[config.mk]
export PLATFORM = sky130hd
export DESIGN_NAME = srb_top
export DESIGN_NICKNAME = d
export VERILOG_FILES = /design/src/design/srb_pkg.sv /design/src/design/srb_top.sv /design/src/design/srb_bank_decode.sv
export SDC_FILE = /design/constraint.sdc
export NUM_CORES = 1
export LEC_CHECK = 0
export ABC_AREA = 1
export BUFFER_PORTS_ARGS = -buffer_cell sky130_fd_sc_hd__buf_2
export CORE_ASPECT_RATIO = 1.2
export CORE_UTILIZATION = 40
export CTS_CLUSTER_SIZE = 12
export DETAILED_ROUTE_END_ITERATION = 10
export GPL_ROUTABILITY_DRIVEN = 0
export PLACE_DENSITY = 0.75
export SYNTH_ARGS = -nofsm -noshare
export SYNTH_HDL_FRONTEND = slang
export SYNTH_SLANG_ARGS = --single-unit
[constraint.sdc]
create_clock -name clock -period 4.1 [get_ports clock]
set_clock_uncertainty 0.2 [all_clocks]
set_input_delay 0.41 -clock clock [delete_from_list [all_inputs] [get_ports clock]]
set_output_delay 0.41 -clock clock [all_outputs]
set_load 0.05 [all_outputs]
[src/design/srb_pkg.sv]
// constants shared by the sram region and bit-band decoder
// assumes a single ahb-lite style port driven by the system bus matrix
// How it works
// (RL1) byte addresses 0x2000_0000..0x3fff_ffff are claimed as the sram area
// (RL2) the populated sram totals 160kb across eight banks
// (RL3) all sram lies in the bit-band primary window 0x2000_0000..0x200f_ffff
// (RL4) the alias area starts at 0x2200_0000 and spans 32mb
// (RL5) each aligned alias word maps to exactly one sram bit
// (RL6) alias read returns the bit; write 1 sets, write 0 clears it
// (RL7) alias read becomes a primary read; alias write a byte read-modify-write
// (RL8) alias access from a non-core controller ends in an ahb error
// (RL9) sram instruction fetches go straight to memory, never cached
// (RL10) dma and other controllers get normal access to the primary area
// (RL11) banks 0..3: 16kb, 16kb, 32kb, 64kb from 0x2000_0000 upward
// (RL12) banks 4..7: 4kb, 4kb, 8kb, 16kb from 0x2002_0000 upward
// (RL13) byte addressed; word, halfword and byte accesses all accepted
// (RL14) bank six starts at 0x2002_2000; holes in the area answer error
// (RL15) bit index is alias offset / 4; byte is base + index / 8
package srb_pkg;

	// ****************************************
	// address map
	// ****************************************
	localparam logic [31:0] SRAM_AREA_BASE  = 32'h2000_0000;
	localparam logic [31:0] SRAM_AREA_LAST  = 32'h3fff_ffff;
	localparam logic [31:0] BB_PRIMARY_LAST = 32'h200f_ffff;
	localparam logic [31:0] ALIAS_BASE      = 32'h2200_0000;
	localparam logic [31:0] ALIAS_LAST      = 32'h23ff_ffff;
	localparam logic [31:0] SRAM_TOTAL      = 32'h0002_8000;
	localparam int          NUM_BANKS       = 8;

	// bank bases and sizes, bank six kept contiguous
	localparam logic [31:0] BANK_BASE [NUM_BANKS] = '{
		32'h2000_0000, 32'h2000_4000, 32'h2000_8000, 32'h2001_0000,
		32'h2002_0000, 32'h2002_1000, 32'h2002_2000, 32'h2002_4000};
	localparam logic [31:0] BANK_SIZE [NUM_BANKS] = '{
		32'h0000_4000, 32'h0000_4000, 32'h0000_8000, 32'h0001_0000,
		32'h0000_1000, 32'h0000_1000, 32'h0000_2000, 32'h0000_4000};

	// ****************************************
	// bus encodings and reset values
	// ****************************************
	localparam logic [1:0] HSIZE_BYTE = 2'h0;
	localparam logic [1:0] HSIZE_HALF = 2'h1;
	localparam logic       HREADY_RST = 1'h1;

	typedef enum logic [3:0] {
		ST_IDLE = 4'h0,
		ST_RD1  = 4'h1,
		ST_RD2  = 4'h3,
		ST_WR   = 4'h4,
		ST_AWD  = 4'h2,
		ST_RMW1 = 4'h6,
		ST_RMW2 = 4'h7,
		ST_ERR1 = 4'h8,
		ST_ERR2 = 4'h9
	} srb_state_e;

endpackage : srb_pkg

[src/design/srb_top.sv]
// sram region decoder with bit-band alias translation
// assumes an ahb-lite slave port, one-cycle synchronous sram behind it
`timescale 1ns/1ns
`default_nettype none
module srb_top (
	input  wire logic        clock,
	input  wire logic        rstn,
	input  wire logic        ce,
	input  wire logic        hsel,
	input  wire logic [31:0] haddr,
	input  wire logic [1:0]  htrans,
	input  wire logic        hwrite,
	input  wire logic [2:0]  hsize,
	input  wire logic [3:0]  hprot,
	input  wire logic [31:0] hwdata,
	input  wire logic        hmaster_core,
	output logic [31:0]      hrdata,
	output logic             hready,
	output logic             hresp,
	output logic             mem_req,
	output logic             mem_we,
	output logic [2:0]       mem_bank,
	output logic [15:0]      mem_addr,
	output logic [3:0]       mem_be,
	output logic [31:0]      mem_wdata,
	input  wire logic [31:0] mem_rdata
);
	// ****************************************
	// state
	// ****************************************
	typedef struct packed {
		srb_pkg::srb_state_e state;
		logic        hready;
		logic        hresp;
		logic [31:0] hrdata;
		logic        mem_req;
		logic        mem_we;
		logic [2:0]  mem_bank;
		logic [15:0] mem_addr;
		logic [3:0]  mem_be;
		logic [31:0] mem_wdata;
		logic        alias_acc;
		logic [1:0]  lane;
		logic [2:0]  bitpos;
		logic        wbit;
	} srb_state_s;

	srb_state_s st_r;
	srb_state_s st_nxt;

	// byte enables from transfer size and low address bits
	function automatic logic [3:0] be_of(input logic [2:0] sz, input logic [1:0] a);
		if (sz[1:0] == srb_pkg::HSIZE_BYTE)
			return 4'(4'h1 << a);
		else if (sz[1:0] == srb_pkg::HSIZE_HALF)
			return a[1] ? 4'hc : 4'h3;
		else
			return 4'hf;
	endfunction : be_of

	// ****************************************
	// address classification
	// ****************************************
	logic        take;
	logic        in_area;
	logic        is_alias;
	logic [31:0] aoff;
	logic [22:0] bidx;
	logic [31:0] bb_addr;
	logic [31:0] eff_addr;
	logic        dec_hit;
	logic [2:0]  dec_bank;
	logic [15:0] dec_widx;
	logic        bad;
	logic [4:0]  sel_idx;
	logic        sel_bit;

	// hprot is not consulted: fetches and data use one uncached path [RL9]
	assign take     = ce && hsel && htrans[1] && st_r.state == srb_pkg::ST_IDLE;
	assign in_area  = haddr >= srb_pkg::SRAM_AREA_BASE && haddr <= srb_pkg::SRAM_AREA_LAST; // [RL1]
	assign is_alias = haddr >= srb_pkg::ALIAS_BASE && haddr <= srb_pkg::ALIAS_LAST; // [RL4]
	// alias offset / 4 is the bit index, index / 8 the byte [RL15] [RL5]
	assign aoff     = haddr - srb_pkg::ALIAS_BASE;
	assign bidx     = aoff[24:2];
	assign bb_addr  = srb_pkg::SRAM_AREA_BASE + {12'h000, bidx[22:3]}; // [RL3]
	assign eff_addr = is_alias ? bb_addr : haddr;
	// alias words from other controllers look unimplemented [RL8]
	assign bad      = !in_area || !dec_hit || (is_alias && !hmaster_core) ||
	                  (is_alias && bb_addr > srb_pkg::BB_PRIMARY_LAST); // [RL14]
	assign sel_idx  = {st_r.lane, st_r.bitpos};
	assign sel_bit  = mem_rdata[sel_idx];

	srb_bank_decode u_dec (
		.addr (eff_addr),
		.hit  (dec_hit),
		.bank (dec_bank),
		.widx (dec_widx)
	);

	// ****************************************
	// next state
	// ****************************************
	// write flow waits one cycle for the ahb data phase before touching sram
	always_comb begin
		logic [31:0] wd;
		wd = mem_rdata;
		st_nxt = st_r;
		st_nxt.mem_req = 1'b0;
		st_nxt.mem_we  = 1'b0;
		case (st_r.state)
			srb_pkg::ST_IDLE: begin
				st_nxt.hresp = 1'b0;
				if (take) begin
					st_nxt.hready    = 1'b0;
					st_nxt.alias_acc = is_alias;
					st_nxt.lane      = is_alias ? bb_addr[1:0] : haddr[1:0];
					st_nxt.bitpos    = bidx[2:0];
					st_nxt.mem_bank  = dec_bank;
					st_nxt.mem_addr  = dec_widx;
					st_nxt.mem_be    = be_of(hsize, haddr[1:0]); // [RL13]
					if (bad) begin
						st_nxt.state = srb_pkg::ST_ERR1;
						st_nxt.hresp = 1'b1; // [RL8] [RL14]
					end else if (hwrite && is_alias) begin
						st_nxt.state = srb_pkg::ST_AWD;
					end else if (hwrite) begin
						st_nxt.state = srb_pkg::ST_WR; // [RL10]
					end else begin
						st_nxt.state   = srb_pkg::ST_RD1; // [RL7]
						st_nxt.mem_req = 1'b1;
					end
				end
			end
			srb_pkg::ST_RD1: begin
				st_nxt.state = srb_pkg::ST_RD2;
			end
			srb_pkg::ST_RD2: begin
				// alias read returns the single selected bit in bit 0
				st_nxt.hrdata = st_r.alias_acc ? {31'h0, sel_bit} : mem_rdata; // [RL6]
				st_nxt.hready = 1'b1;
				st_nxt.state  = srb_pkg::ST_IDLE;
			end
			srb_pkg::ST_WR: begin
				st_nxt.mem_req   = 1'b1;
				st_nxt.mem_we    = 1'b1;
				st_nxt.mem_wdata = hwdata; // [RL13]
				st_nxt.hready    = 1'b1;
				st_nxt.state     = srb_pkg::ST_IDLE;
			end
			srb_pkg::ST_AWD: begin
				st_nxt.wbit    = hwdata[0];
				st_nxt.mem_req = 1'b1; // [RL7]
				st_nxt.state   = srb_pkg::ST_RMW1;
			end
			srb_pkg::ST_RMW1: begin
				st_nxt.state = srb_pkg::ST_RMW2;
			end
			srb_pkg::ST_RMW2: begin
				// only the target bit changes; the byte lane limits the write
				wd[sel_idx]      = st_r.wbit; // [RL6]
				st_nxt.mem_wdata = wd;
				st_nxt.mem_be    = 4'(4'h1 << st_r.lane);
				st_nxt.mem_req   = 1'b1;
				st_nxt.mem_we    = 1'b1; // [RL7]
				st_nxt.hready    = 1'b1;
				st_nxt.state     = srb_pkg::ST_IDLE;
			end
			srb_pkg::ST_ERR1: begin
				st_nxt.hready = 1'b1;
				st_nxt.state  = srb_pkg::ST_ERR2;
			end
			srb_pkg::ST_ERR2: begin
				st_nxt.hresp = 1'b0;
				st_nxt.state = srb_pkg::ST_IDLE;
			end
			default: begin
				st_nxt.state  = srb_pkg::ST_IDLE;
				st_nxt.hready = srb_pkg::HREADY_RST;
				st_nxt.hresp  = 1'b0;
			end
		endcase
	end

	// ****************************************
	// registers
	// ****************************************
	always_ff @(posedge clock or negedge rstn) begin
		if (!rstn) begin
			st_r        <= '0;
			st_r.state  <= srb_pkg::ST_IDLE;
			st_r.hready <= srb_pkg::HREADY_RST;
		end else if (ce) begin
			st_r <= st_nxt;
		end
	end

	// outputs come straight from the state flops
	assign hrdata    = st_r.hrdata;
	assign hready    = st_r.hready;
	assign hresp     = st_r.hresp;
	assign mem_req   = st_r.mem_req;
	assign mem_we    = st_r.mem_we;
	assign mem_bank  = st_r.mem_bank;
	assign mem_addr  = st_r.mem_addr;
	assign mem_be    = st_r.mem_be;
	assign mem_wdata = st_r.mem_wdata;

	// ****************************************
	// assertions
	// ****************************************
	logic [31:0] rmw_old;
	assign rmw_old = mem_rdata;

	a_alias_dma_err: assert property (@(posedge clock) disable iff (!rstn) // [RL8]
		take && is_alias && !hmaster_core |=> hresp && !hready && !mem_req)
		else $error("non-core alias access not errored");
	a_hole_err: assert property (@(posedge clock) disable iff (!rstn) // [RL14]
		take && !is_alias && in_area && !dec_hit |=> hresp && !hready)
		else $error("unimplemented sram hole not errored");
	a_alias_range: assert property (@(posedge clock) disable iff (!rstn) // [RL3]
		take && is_alias && hmaster_core && !dec_hit |=> hresp && !hready && !mem_req)
		else $error("alias to unimplemented byte not errored");
	a_alias_rd_bit: assert property (@(posedge clock) disable iff (!rstn) // [RL6]
		ce && st_r.state == srb_pkg::ST_RD2 && st_r.alias_acc
		|=> hready && hrdata == {31'h0, $past(sel_bit)})
		else $error("alias read returned wrong bit");
	a_rmw_write: assert property (@(posedge clock) disable iff (!rstn) // [RL7]
		ce && st_r.state == srb_pkg::ST_RMW2
		|=> mem_req && mem_we && $onehot(mem_be) && mem_wdata[$past(sel_idx)] == $past(st_r.wbit))
		else $error("alias write did not modify the bit");
	a_rmw_keep: assert property (@(posedge clock) disable iff (!rstn) // [RL6]
		ce && st_r.state == srb_pkg::ST_RMW2 && !st_r.wbit
		|=> (mem_wdata == ($past(rmw_old) & ~(32'h1 << $past(sel_idx)))))
		else $error("clear disturbed other bits");
	a_dma_primary: assert property (@(posedge clock) disable iff (!rstn) // [RL10]
		take && !hmaster_core && !is_alias && in_area && dec_hit && !hwrite
		|=> mem_req && !mem_we && !hresp)
		else $error("dma primary read not served");
	a_bank_six: assert property (@(posedge clock) disable iff (!rstn) // [RL14]
		take && !is_alias && haddr >= srb_pkg::BANK_BASE[6] && haddr < srb_pkg::BANK_BASE[7]
		|=> mem_bank == 3'h6)
		else $error("bank six misdecoded");
	a_core_alias_rd: assert property (@(posedge clock) disable iff (!rstn) // [RL5]
		take && is_alias && hmaster_core && !bad && !hwrite |=> mem_req && !mem_we && !hresp)
		else $error("core alias read not translated");

	c_alias_write: cover property (@(posedge clock) st_r.state == srb_pkg::ST_RMW2 && ce);
	c_alias_read: cover property (@(posedge clock) st_r.state == srb_pkg::ST_RD2 && st_r.alias_acc);
	c_error: cover property (@(posedge clock) st_r.state == srb_pkg::ST_ERR2);
	c_byte_write: cover property (@(posedge clock) mem_we && mem_be == 4'h2);

endmodule : srb_top
`default_nettype wire

[src/design/srb_bank_decode.sv]
// bank decoder: maps a primary-area byte address to bank and word index
// assumes the address is already known to be in the sram area
`timescale 1ns/1ns
`default_nettype none
module srb_bank_decode (
	input  wire logic [31:0] addr,
	output logic             hit,
	output logic [2:0]       bank,
	output logic [15:0]      widx
);
	logic [31:0] off;

	// first matching bank wins; banks never overlap so order is moot
	always_comb begin
		hit  = 1'b0;
		bank = 3'h0;
		off  = addr - srb_pkg::SRAM_AREA_BASE;
		widx = off[17:2]; // [RL2] 160kb of words fits the 16-bit index
		for (int i = 0; i < srb_pkg::NUM_BANKS; i++) begin
			if (!hit && addr >= srb_pkg::BANK_BASE[i] &&
			    addr < srb_pkg::BANK_BASE[i] + srb_pkg::BANK_SIZE[i]) begin // [RL11] [RL12]
				hit  = 1'b1; // [RL14]
				bank = 3'(i);
			end
		end
	end
endmodule : srb_bank_decode
`default_nettype wire

; Word level (Yosys, flattened, before mapping)
; Cells that the tools add are included.
; Widths: inputs -> output; s select.
[word_totals]
reg_bits = 102
output_inout_bits = 91
elab_cells = 150
[classes]
n_addsub = 3
magnitude_cmp = 23
n_eq_ne = 10
n_shift = 2
muxes = 43
n_bitwise = 2
n_reduce_logical = 53
[op_table]
columns = op, n
row1 = $ge 32x30->1 const B, 10
row2 = $lt 32x30->1 const B, 8
row3 = $le 32x30->1 const B, 2
row4 = $mux 32, 2
row5 = $pmux 32 s2, 1
row6 = $bwmux 32, 1
row7 = $add 30x20->31 const A, 1
row8 = $gt 31x30->1 const B, 1
row9 = $sub 25x1->25 const B, 1
row10 = $logic_and 1x1->1, 24
row11 = $mux 4, 6
row12 = $pmux 4 s5, 1
row13 = $sub 18x1->18 const B, 1
row14 = $mux 1, 17
row15 = $mux 3, 5
row16 = $eq 4x3->1 const B, 3
row17 = $logic_not 1->1, 10
row18 = $reduce_and 2->1, 5
row19 = $reduce_and 3->1, 3
row20 = $eq 4x2->1 const B, 2
row21 = $eq 4x4->1 const B, 2
row22 = $pmux 4 s2, 1
row23 = $shl 1x2->4 const A, 2
row24 = $reduce_or 7->1, 1
row25 = 18 further kinds, 26

; Depth between registers and ports, before layout
; Gate-level depths: netlist of the first run.
[logic_depth]
word_depth = 41
ltp_mapped = 20

; By module
; A second synthesis of the first run with hierarchy kept.
[hier_totals]
cells_unflattened = 991
area_unflattened_um2 = 6875.3
[by_module_without_submodules]
columns = module, instances, cells_each, area_each_um2, seq_area_each_um2
row1 = srb_top, 1, 878, 6242.2, 2553.7
row2 = srb_bank_decode, 1, 113, 633.1, 0.0

; Worst setup path before layout of the first run
; Ideal clock, no wire load.
[synth_path]
kind = input -> register
startpoint = input port haddr[27]
endpoint = register st_r[101] (netlist bit)
setup_ps = 117
arrival_ps = 1875
path_slack_ps = 1908
stages = 15
path_buffers = 1
path_cell_list = nor2_1 nand4_2 buf_6 a31oi_2 nand2_2 nor2_4 nand3_2 nand2_1 nor2_4 nand3_2 nand2_1 nand2_1 nand2_1 nand2_1 nand2_1
[synth_between]
elab_chain_cells = 41
elab_cells_between_ends = 63
cone_classes = 20 x order compare / 12 x mux / 31 x reduce/logical
[synth_rtl]
columns = element, line
row1 = from (decl), srb_top.sv:10  ; input wire logic [31:0] haddr,
row2 = $ge 32x30->1 / $le 32x30->1 (equally long branches), srb_top.sv:81  ; assign is_alias = haddr >= srb_pkg::ALIAS_BASE && haddr <= srb_pkg::ALIAS_LAST;
row3 = $logic_and 1x1->1, srb_top.sv:81
row4 = $mux 32, srb_top.sv:86  ; assign eff_addr = is_alias ? bb_addr : haddr;
row5 = $ge 32x30->1 / $lt 32x30->1 (equally long branches), "srb_bank_decode.sv:20, srb_bank_decode.sv:21"
row6 = $logic_and 1x1->1, srb_bank_decode.sv:20  ; if (!hit && addr >= srb_pkg::BANK_BASE[i] &&
row7 = $mux 1, srb_bank_decode.sv:20
row8 = $logic_not 1->1, srb_bank_decode.sv:20
row9 = $logic_and 1x1->1 (2 in series), srb_bank_decode.sv:20
row10 = [... 22 more ...], -
row11 = $logic_and 1x1->1 (2 in series), srb_bank_decode.sv:20
row12 = $mux 1, srb_bank_decode.sv:20
row13 = $logic_not 1->1, srb_top.sv:88  ; assign bad = !in_area || !dec_hit || (is_alias && !hmaster_core) ||
row14 = $logic_or 1x1->1 (2 in series), srb_top.sv:88
row15 = $logic_or 1x1->1 *, srb_top.sv:88
row16 = $mux 4 *, srb_top.sv:121  ; if (bad) begin
row17 = $mux 6 *, srb_top.sv:113  ; if (take) begin
row18 = $pmux 4 s5 *, srb_top.sv:110  ; case (st_r.state)
row19 = to (signal assigned), srb_top.sv:193  ; st_r <= st_nxt;
row20 = to (decl), srb_top.sv:48  ; srb_state_s st_r;
; Every way passes the cells marked *; elsewhere a longest branch is shown, timed or not. The select of a mux whose other input is x is not followed.
; A chain may end at the register's enable or synchronous reset.

; Worst setup path after layout of the first run
[layout_path]
startpoint = register st_r[101] (netlist bit)
endpoint = register st_r (netlist bit mem_be[1])
[layout_between]
elab_chain_cells = 4
elab_cells_between_ends = 7
cone_classes = 2 x eq/ne / 1 x mux / 4 x reduce/logical
[layout_rtl]
columns = element, line
row1 = $logic_not 4->1, "srb_top.sv:79, srb_top.sv:110"
row2 = $logic_and 1x1->1, srb_top.sv:79  ; assign take = ce && hsel && htrans[1] && st_r.state == srb_pkg::ST_IDLE;
row3 = $ne 2x2->1 (no source line), -
row4 = $reduce_and 3->1 (no source line), -
; Several ways; a longest one is shown, not always the timed one.

==> summary.md, run 1 <==
| Metric | Value |
|---|---|
| Seq cells post-synth | 102 |
| Status | finished clean |
| Xor and xnor area share after synthesis | 0% |
| Yosys warnings | 0 |
| DR vias | 6,090 |
| Core area | 15,700 um^2 |
| Critical path peak fanout | 30 |
| Path depth of the worst reg2reg path | 8 |
| Synth Area per Inst | 7.74 um^2 |
| Area leader, netlist | dfrtp_1 |
| Final Cycle Share | 71.5% |
| Final hold violations | 0 |
| Largest net degree at the start of global routing | 80 |
| Top FF cell, synth | dfrtp_1 |
| Final-stage net count | 1,035 |
| CP Capture Type | flop |
| Die height | 141 um |
| Root buffer cell | clkbuf_16 |
| DRT Pass-1 Iters | 5 |
| CP cell instances | nor2_1, inv_1, nor2_2, buf_4, clkinv_1, a21oi_1, nor2_1, a31oi_1 |
| Pleak | 0.00362 uW |
| Largest family of logic cells by synthesized area | compound AO/OA/AOI/OAI gates |
| Global-route wire length before repair | 29,000 um |
| Compound-Gate Fraction of Synth Area | 22.1% |
| Number of setup buffers added after CTS | 0 |
| Detailed-route DRC error count | 0 |
| Post-synth EDFFs | 0 |
| Total global-route track usage | 21.7% |
| Synth-to-Final Area Change | 12.4% |
| Antenna Nets Post-Route | 0 |
| Detailed Place HPWL | 13,400 um |
| Inserted Clock Buffers | 9 |
| Fillers | 1,605 |
| Dpl cell area | 6990 um^2 |
| Most common cell after layout, fill and taps aside | buf_2 |
| Yosys cell types | 36 |
| Site row count | 50 |
| Area of the multi-input gates | 2790 um^2 |
| Area share of fa/ha/maj cells after synthesis | 0% |
| DR vias/cell | 5.35 |
| Drt first-iter violations | 484 |
| Post-synthesis sequential area ratio | 39.4% |
| Post-route setup TNS | 0 ns |
| WL per Instance | 15.7 um |
| Max cap viols | 0 |
| Share of cells above drive strength 1 | 27.6% |
| Critical path class | reg -> reg |
| Worst-path clk slew | 0.08 ns |
| WHS | 0.0291 ns |
| Die Area | 16,700 um^2 |
| Clk Latency, worst-skew pair | 0.34 ns |
| Crit path largest cell delay | 0.71 ns |
| Slew HR | 18.8% |
| Input/output buffers | 195 |
| Initial antenna violation count | 1 |
| CP required | 4.16 ns |
| Mux cell area share after synthesis | 0% |
| Total wire length | 17,900 um |
| Worst-Margin Slew | 1.22 ns |
| Max Freq | 341 MHz |
| Reg-to-Reg End | mem_be[1] |
| Synthesized area | 6480 um^2 |
| Slew Limit Fails | 0 |
| Clock sink count | 102 |
| Setup violators final | 0 |
| Hold Crit Class | in -> async |
| Syn_nets | 948 |
| Final Cell Area | 7280 um^2 |
| Worst slack at placement | 1.09 ns |
| Reg2Reg Launch Point | st_r[101] |
| Pwr/cell area | 785 nW/um^2 |
| Ys async rst share | 100% |
| Most frequent cells in the layout | buf_2 (194), nand2_1 (131), dfrtp_1 (101) |
| RSZ-0062 raised after global routing | no |
| # hold bufs at CTS | 0 |
| Synth top area cells | dfrtp_1 (39%), buf_4 (10%), nand2_1 (7.6%) |
| Simple-Gate Fraction of Synth Area | 20.7% |
| Arr. time, crit path | 3.00 ns |
| Register area | 2550 um^2 |
| Number of global-route vias before repair | 5,779 |
| Worst setup margin | 1.17 ns |
| Highest-delay cell along the critical path | a21oi_1 |
| Yosys top cell area share | 39.0% |
| Fin crit period | 2.93 ns |
| Worst path most repeated cell | nor2_1 |
| Peak VDD IR | 386 uV |
| TritonCTS clock tree | yes |
| H-tree depth | 3 |
| Global route overflow | 0 |
| Clock Path Buffers | 2 |
| Synth Instances | 837 |
| Worst Setup Start Kind | flop |
| Post-CTS resize count | 0 |
| Die X | 118 um |
| Initial core utilization | 41.3% |
| I/O pin total | 202 |
| Reg2reg setup slack | 1.17 ns |
[power breakdown]
part	internal, uW	total, uW	switching, uW
Clock	427	838	410
Sequential	1470	1740	269
Combinational	730	3140	2410
Total	2630	5720	3090
[per-layer routing]
| layer | share of wire [%] | up-vias | track usage [%] | wire length, um |
|---|---|---|---|---|
| met3 | 8.3 | 26 | 4.94 | 1490 |
| li1 | - | 2961 | - | - |
| met1 | 42 | 2842 | 27.6 | 7580 |
| met2 | 47 | 261 | 36.1 | 8380 |
| met4 | 2.5 | 0 | 7.49 | 439 |
| met5 | 0 | - | 0 | 0 |
[registers in the layout (all words and copies together) (netlist names)]
signal     count
mem_addr      16
hready         1
mem_we         1
mem_req        1
mem_bank       3
st_r           6
sel_idx        5
mem_be         4
mem_wdata     32
hresp          1
hrdata        32
[worst max-delay path by stage]
stage,from,slack (ns),to,cells past startpoint
floorplan,haddr[27],1.91,st_r[101],15
global placement,haddr[30],1.11,st_r[101],18
detailed placement,haddr[30],1.09,st_r[101],18
CTS,st_r[101],1.16,mem_be[1],8
global route,st_r[100],0.81,mem_be[2],9
finish,st_r[101],1.17,mem_be[1],8
[through the flow]
| stage | total power (uW) | instances | util [%] |
|---|---|---|---|
| 2_1_floorplan | 4710 | 837 | - |
| 3_3_place_gp | 4850 | 1121 | 44.5 |
| 3_5_place_dp | 4890 | 1121 | 44.5 |
| 4_1_cts | 5750 | 1137 | 46.4 |
| 5_1_grt | 6050 | 1138 | 46.4 |
| 6_report | 5720 | 1138 | 46.4 |
[logic make-up (layout without fill, tap and decap cells)]
group,Yosys count,count (layout)
AO/OA/AOI/OAI,229,229
buffers and inverters,217,309
flip-flops,102,102
other,0,1
AND/OR/NAND/NOR,289,289
[cells in the mapped netlist (6+ instances only)]
cell	n
nor2_1	68
a21oi_1	44
inv_1	80
o22ai_1	11
o21ai_0	88
buf_4	87
nand2_1	131
nand3_1	41
nand2_2	6
clkbuf_1	41
o311ai_0	21
a2bb2oi_1	32
nand4_1	20
o211ai_1	7
a31oi_1	17
dfrtp_1	101
[critical path, delay by kind of cell (launching register included)]
family,cells,cell delay [ns]
AOI/OAI and AO/OA,2,0.86
buffers and inverters,3,0.99
DFF,1,0.43
and+or+nand+nor,3,0.37
[final cells by class]
class | count | area share (%)
clock inverter | 7 | 0.893
tap | 208 | 3.57
antenna | 1 | 0.0344
inverter | 88 | 4.59
multi-input combinational | 518 | 38.3
timing repair buffer | 205 | 14.5
sequential | 102 | 35.1
clock buffer | 9 | 3.09
Power figures use the tool's default switching activity.
==> inputs of run 2 (changes only) <==
--- a/config.mk
+++ b/config.mk
@@ -12,7 +12,7 @@
 export CTS_CLUSTER_SIZE = 12
 export DETAILED_ROUTE_END_ITERATION = 10
 export GPL_ROUTABILITY_DRIVEN = 0
-export PLACE_DENSITY = 0.75
+export PLACE_DENSITY = 0.77
 export SYNTH_ARGS = -nofsm -noshare
 export SYNTH_HDL_FRONTEND = slang
 export SYNTH_SLANG_ARGS = --single-unit
==> constraint.sdc (replaced) <==
create_clock -name clock -period 2.4 [get_ports clock]
set_clock_uncertainty 0.2 [all_clocks]
set_input_delay 0.24 -clock clock [delete_from_list [all_inputs] [get_ports clock]]
set_output_delay 0.24 -clock clock [all_outputs]
set_load 0.05 [all_outputs]
==> run 2 against run 1 <==
Compared with the run above:
- critical path depth down 1
- worst setup slack worse by 1.1 ns
- global-route usage up 1.3 points
- critical endpoint is now mem_addr[9]
- largest cell class unchanged
==> summary.md, run 2 (synthesized netlist as in run 1, its figures left out) <==
| Metric | Value |
|---|---|
| Drt first-iter violations | 493 (+1.9%) |
| Die height | 141 um (unchanged) |
| Die X | 118 um (unchanged) |
| Setup violators final | 0 (unchanged) |
| Fin crit period | 2.34 ns (-0.594 ns) |
| WL per Instance | 16.0 um (+1.9%) |
| Share of cells above drive strength 1 | 27.5% (about the same) |
| CP cell instances | nor2_4, buf_4, nand2_4, nor4_4, buf_2, a31oi_1, dlygate4sd3_1 |
| Critical path class | reg -> reg |
| Peak VDD IR | 630 uV (+63%) |
| CP Capture Type | flop |
| Global-route wire length before repair | 30,300 um (+4.3%) |
| Critical path peak fanout | 6 (-80%) |
| Root buffer cell | clkbuf_16 |
| Clock sink count | 102 (unchanged) |
| Final Util | 52.2% (+5.8 points) |
| DRT Pass-1 Iters | 5 (unchanged) |
| Reg2Reg Launch Point | st_r[101] |
| Core area | 15,700 um^2 (unchanged) |
| Site row count | 50 (unchanged) |
| Synth-to-Final Area Change | 26.4% |
| Worst slack at placement | -0.0803 ns (-1.17 ns) |
| Max Freq | 428 MHz (+25%) |
| WHS | 0.00412 ns (-0.0250 ns) |
| Global route overflow | 0 (unchanged) |
| Tot Pwr | 10,100 uW (+77%) |
| Fillers | 1,460 (-9.0%) |
| Total global-route track usage | 23.0% (+1.3 points) |
| Switching Share | 53.6% (-0.49 points) |
| Total wire length | 19,700 um (+10%) |
| Final Cell Area | 8190 um^2 (+12%) |
| Detailed Place HPWL | 13,700 um (+2.2%) |
| Sequential power share | 29.6% (-0.8 points) |
| Pwr/cell area | 1230 nW/um^2 (+57%) |
| Dpl cell area | 7150 um^2 (+2.3%) |
| CP required | 2.44 ns (-1.72 ns) |
| Clock power frac | 14.3% (-0.4 points) |
| Input/output buffers | 195 (unchanged) |
| Detailed-route DRC error count | 0 (unchanged) |
| Number of global-route vias before repair | 6,000 (+3.8%) |
| Hold Crit Class | in -> reg |
| Slew Limit Fails | 0 (unchanged) |
| Worst-path clk slew | 0.07 ns (about the same) |
| Initial antenna violation count | 0 (-1) |
| Initial core utilization | 41.3% (unchanged) |
| Pleak | 0.00404 uW (+11%) |
| Final Cycle Share | 97.4% (+26 points) |
| Final hold violations | 0 (unchanged) |
| Inserted Clock Buffers | 9 (unchanged) |
| Most frequent cells in the layout | buf_2 (196), nand2_1 (130), dfrtp_1 (100) |
| Die Area | 16,700 um^2 (unchanged) |
| WHS Path Cells | 3 |
| Antenna Nets Post-Route | 0 (unchanged) |
| Worst Hold Path EP | mem_wdata[6] |
| Largest net degree at the start of global routing | 46 (-43%) |
| Final-stage net count | 1,126 (+8.8%) |
| DR vias/cell | 5.30 (-0.99%) |
| Clk Latency, worst-skew pair | 0.36 ns (+0.02 ns) |
| Most common cell after layout, fill and taps aside | buf_2 |
| Max cap viols | 0 (unchanged) |
| I/O pin total | 202 (unchanged) |
| Crit path largest cell delay | 0.55 ns (-0.16 ns) |
| Clock Path Buffers | 2 (unchanged) |
| Highest-delay cell along the critical path | dlygate4sd3_1 |
| Worst-Margin Slew | 0.684 ns (-0.532 ns) |
| Arr. time, crit path | 2.38 ns (-0.62 ns) |
| Comb power frac | 56.1% (+1.2 points) |
| Reg-to-Reg End | mem_addr[9] |
| H-tree depth | 3 (unchanged) |
| Worst setup margin | 0.0620 ns (-1.11 ns) |
| Min-delay src | hwdata[6] |
| Reg2reg setup slack | 0.06 ns (-1.11 ns) |
| Path depth of the worst reg2reg path | 7 (-1) |
| Worst Setup Start Kind | flop |
| TritonCTS clock tree | yes |
| Switching pwr | 5420 uW (+75%) |
| Internal power | 4700 uW (+79%) |
| DR vias | 6,512 (+6.9%) |
| Status | finished clean |
| Slew HR | 53.8% (+35 points) |
## run 2: stage by stage
step,cells,TNS (ns)
after floorplan,837,0
after global placement,1139,0
after detailed placement,1139,-0.108
after CTS,1224,0
after global routing,1228,-0.00780
final,1229,0
## run 2: how the worst max path moves through the flow
stage	end	startpoint	depth (start not counted)
3_5_place_dp	st_r[101]	haddr[27]	14
5_1_grt	mem_addr[9]	st_r[101]	7
3_3_place_gp	st_r[101]	haddr[27]	14
6_report	mem_addr[9]	st_r[101]	7
4_1_cts	mem_addr[2]	st_r[101]	8
2_1_floorplan	st_r[101]	haddr[27]	15
## run 2: worst max-delay path: cells and delay by family, from the launching register on
kind / cells / cell delay, ns
buf+inv: 3 / 0.96
simple gates: 3 / 0.53
flops: 1 / 0.45
compound gates: 1 / 0.09
## run 2: cell type report
type | instances | area (um^2) | area share (%)
antenna | 1 | 2.50 | 0.0305
clock buffer | 9 | 225 | 2.75
clock inverter | 7 | 63.8 | 0.779
inverter | 88 | 334 | 4.08
multi-input combinational | 518 | 2820 | 34.4
sequential | 102 | 2550 | 31.2
tap | 208 | 260 | 3.18
timing repair buffer | 296 | 1940 | 23.6
## run 2: metal layers
metal / part of all wire, % / global-route usage, % / up-vias
met5: 0 / 0 / -
met3: 7.5 / 3.86 / 37
li1: - / - / 3142
met4: 2.9 / 10.3 / 0
met1: 41 / 29.0 / 3045
met2: 48 / 38.6 / 288
## run 2: power groups by stage
stage	sequential, uW	combinational [uW]	clock, uW
2_1_floorplan	2960	5080	0
3_3_place_gp	2980	5370	0
3_5_place_dp	3010	5440	0
4_1_cts	2970	5580	1470
5_1_grt	3090	5990	1540
6_report	3000	5670	1450
## run 2: what timing repair did
| item | in CTS | in global routing |
|---|---|---|
| setup buffers | 0 | 2 |
| hold buffers | 69 | 0 |
| setup endpoints to repair | 0 | 6 |
| hold endpoints to repair | 166 | 0 |
| resized for setup | 0 | 10 |
==> inputs of run 3 (changes only) <==
--- a/config.mk
+++ b/config.mk
@@ -5,8 +5,7 @@
 export SDC_FILE = /design/constraint.sdc
 export NUM_CORES = 1
 export LEC_CHECK = 0
-export ABC_AREA = 1
-export BUFFER_PORTS_ARGS = -buffer_cell sky130_fd_sc_hd__buf_2
+export BUFFER_PORTS_ARGS = -buffer_cell sky130_fd_sc_hd__clkbuf_2
 export CORE_ASPECT_RATIO = 1.2
 export CORE_UTILIZATION = 40
 export CTS_CLUSTER_SIZE = 12
==> run 3 against run 2 <==
Compared with the run above:
- synthesized cell count is 12% lower
- clock power hardly changed
- largest power group unchanged
- final cell count is 12% lower
- critical endpoint is now hrdata[0]
==> summary.md, run 3 <==
| Metric | Value |
|---|---|
| Initial core utilization | 40.9% (-0.41 points) |
| Yosys top cell area share | 38.2% (-0.84 points) |
| Ys async rst share | 100% (unchanged) |
| Reg2reg setup slack | 0.24 ns (+0.18 ns) |
| Worst-path clk slew | 0.07 ns (about the same) |
| Pleak | 0.00386 uW (-4.6%) |
| Total global-route track usage | 21.7% (-1.3 points) |
| Peak VDD IR | 715 uV (+13%) |
| Syn_nets | 850 (-10%) |
| Final Cell Area | 7900 um^2 (-3.5%) |
| Pwr/cell area | 1280 nW/um^2 (+3.3%) |
| Site row count | 51 (+2.0%) |
| Area leader, netlist | dfrtp_1 |
| Detailed Place HPWL | 13,700 um (-0.44%) |
| Die Area | 17,100 um^2 (+2.2%) |
| Yosys cell types | 56 (+56%) |
| Final-stage net count | 982 (-13%) |
| Synthesized area | 6620 um^2 (+2.2%) |
| Post-synth top cells | dfrtp_1 (101), buf_4 (90), nor2_1 (79) |
| Reg-to-Reg End | hrdata[0] |
| Antenna Nets Post-Route | 0 (unchanged) |
| Post-synth EDFFs | 0 (unchanged) |
| Status | finished clean |
| DR vias | 5,636 (-13%) |
| Detailed-route DRC error count | 0 (unchanged) |
| Worst Setup Start Kind | flop |
| Seq cells post-synth | 102 (unchanged) |
| WHS Path Cells | 3 (unchanged) |
| Reg2Reg Launch Point | sel_idx[0] |
| I/O pin total | 202 (unchanged) |
| Final Cycle Share | 89.8% (-7.6 points) |
| Clock Path Buffers | 2 (unchanged) |
| Min-delay src | mem_rdata[6] |
| Most common cell after layout, fill and taps aside | clkbuf_2 |
| WL per Instance | 16.8 um (+4.7%) |
| Synth Instances | 739 (-12%) |
| Critical path class | reg -> reg |
| Inserted Clock Buffers | 9 (unchanged) |
| TritonCTS clock tree | yes |
| Post-route setup TNS | 0 ns (unchanged) |
| Top FF cell, synth | dfrtp_1 |
| Yosys warnings | 0 (unchanged) |
| Max Freq | 464 MHz (+8.5%) |
| Root buffer cell | clkbuf_16 |
| Register area | 2550 um^2 (about the same) |
| RSZ-0062 raised after global routing | no |
| Number of global-route vias before repair | 5,411 (-9.8%) |
| Setup violators final | 0 (unchanged) |
| Count leader, synth | dfrtp_1 |
| Total wire length | 18,200 um (-7.4%) |
| Worst Hold Path EP | hrdata[6] |
| CP Capture Type | flop |
| Final Util | 48.7% (-3.4 points) |
| Slew Limit Fails | 0 (unchanged) |
| Max cap viols | 0 (unchanged) |
| Path depth of the worst reg2reg path | 6 (-1) |
| Dpl cell area | 7240 um^2 (+1.3%) |
| Die height | 143 um (+1.1%) |
| Drt first-iter violations | 336 (-32%) |
| Non-filler cells, final | 1,087 (-12%) |
| # diodes | 0 (-1) |
| Core area | 16,200 um^2 (+3.2%) |
| Most frequent cells in the layout | clkbuf_2 (194), dfrtp_1 (101), nor2_1 (79) |
| Initial antenna violation count | 0 (unchanged) |
| Synth top area cells | dfrtp_1 (38%), buf_4 (10%), mux2i_1 (7.1%) |
| Largest net degree at the start of global routing | 66 (+43%) |
| Arr. time, crit path | 2.18 ns (-0.20 ns) |
| Fin crit period | 2.16 ns (-0.183 ns) |
| Global route overflow | 0 (unchanged) |
| Synth-to-Final Area Change | 19.3% |
| Share of cells above drive strength 1 | 30.3% (+2.7 points) |
| Final hold violations | 0 (unchanged) |
| Die X | 119 um (+1.1%) |
| DRT Pass-1 Iters | 4 (-1) |
| Post-synthesis sequential area ratio | 38.6% (-0.85 points) |
| CP required | 2.42 ns (-0.02 ns) |
| Slew HR | 59.8% (+6.0 points) |
| WHS | 0.0114 ns (+0.00724 ns) |
| Clock sink count | 102 (unchanged) |
| DR vias/cell | 5.18 (-2.1%) |
| Placed Cells | 1,035 (-9.1%) |
| Area of the multi-input gates | 3150 um^2 (+12%) |
| Clk Latency, worst-skew pair | 0.34 ns (-0.02 ns) |
| Fillers | 1,547 (+6.0%) |
| Worst-Margin Slew | 0.598 ns (-0.0864 ns) |
| Synth Area per Inst | 8.96 um^2 (+16%) |
| Hold Crit Class | in -> reg |
| Number of setup buffers added after CTS | 0 (unchanged) |
| Input/output buffers | 195 (unchanged) |
| Global-route wire length before repair | 28,400 um (-6.2%) |
| Critical path peak fanout | 10 (+4) |
| H-tree depth | 3 (unchanged) |
-- run 3: cell count changes in the layout (fill, tap and decap cells not counted), sizes merged, moves of 38 or more --
cell,delta
nand2,-62
inv,-76
mux2i,+47
buf,-198
o21ai,-38
clkbuf,+194
-- run 3: area by class of cell --
class / instances / area share, %
Multi-Input combinational cell: 490 / 39.9
Sequential cell: 102 / 32.3
Timing Repair Buffer: 260 / 20.4
Tap cell: 212 / 3.36
Clock buffer: 9 / 2.85
Clock inverter: 6 / 0.808
Inverter: 8 / 0.380
-- run 3: worst max-delay path: stages (launching register included) --
cell	delay, ns
dfrtp_1	0.56
buf_4	0.26
mux4_2	0.53
nand2_1	0.08
o2111a_1	0.18
nand4_1	0.09
o311a_1	0.14
-- run 3: logic make-up after synthesis --
family | Yosys count | share of synthesized area, %
buf+inv | 147 | 13.9
flops | 102 | 38.6
compound gates | 175 | 18.0
xor+xnor | 2 | 0.265
mux | 56 | 9.99
simple gates | 257 | 19.3
-- run 3: stage by stage --
| stage | setup WS [ns] | total power [uW] |
|---|---|---|
| after floorplan | 0.361 | 8140 |
| after global placement | 0.294 | 8470 |
| after detailed placement | 0.257 | 8610 |
| after CTS | 0.242 | 10100 |
| after global routing | 0.100 | 10600 |
| final | 0.245 | 10100 |
-- run 3: power breakdown --
group          leakage [uW]  internal, uW  switching [uW]
Clock              0.000137           801             653
Combinational       0.00246          1540            4000
Sequential          0.00126          2500             594
-- run 3: layer usage --
layer  track usage (%)  vias to the layer above  routed length [um]
met4              9.28                        0                 491
met1              24.7                     2633                7150
met3              4.91                       33                1130
met2              38.8                      227                9460
li1                  -                     2743                   -
met5                 0                        -                   0
-- run 3: worst max path at each step --
| stage | from | endpoint | slack (ns) | cells after the start |
|---|---|---|---|---|
| finish | sel_idx[0] | hrdata[0] | 0.24 | 6 |
| global route | sel_idx[3] | mem_wdata[3] | 0.10 | 5 |
| CTS | sel_idx[0] | hrdata[0] | 0.24 | 6 |
| detailed placement | sel_idx[0] | hrdata[0] | 0.26 | 6 |
| global placement | haddr[20] | st_r[99] | 0.29 | 6 |
| floorplan | st_r[100] | hrdata[0] | 0.36 | 6 |
-- run 3: what timing repair did --
action | CTS | global route
hold buffers | 36 | 1
resized for setup | 0 | 0
hold endpoints to repair | 66 | 1
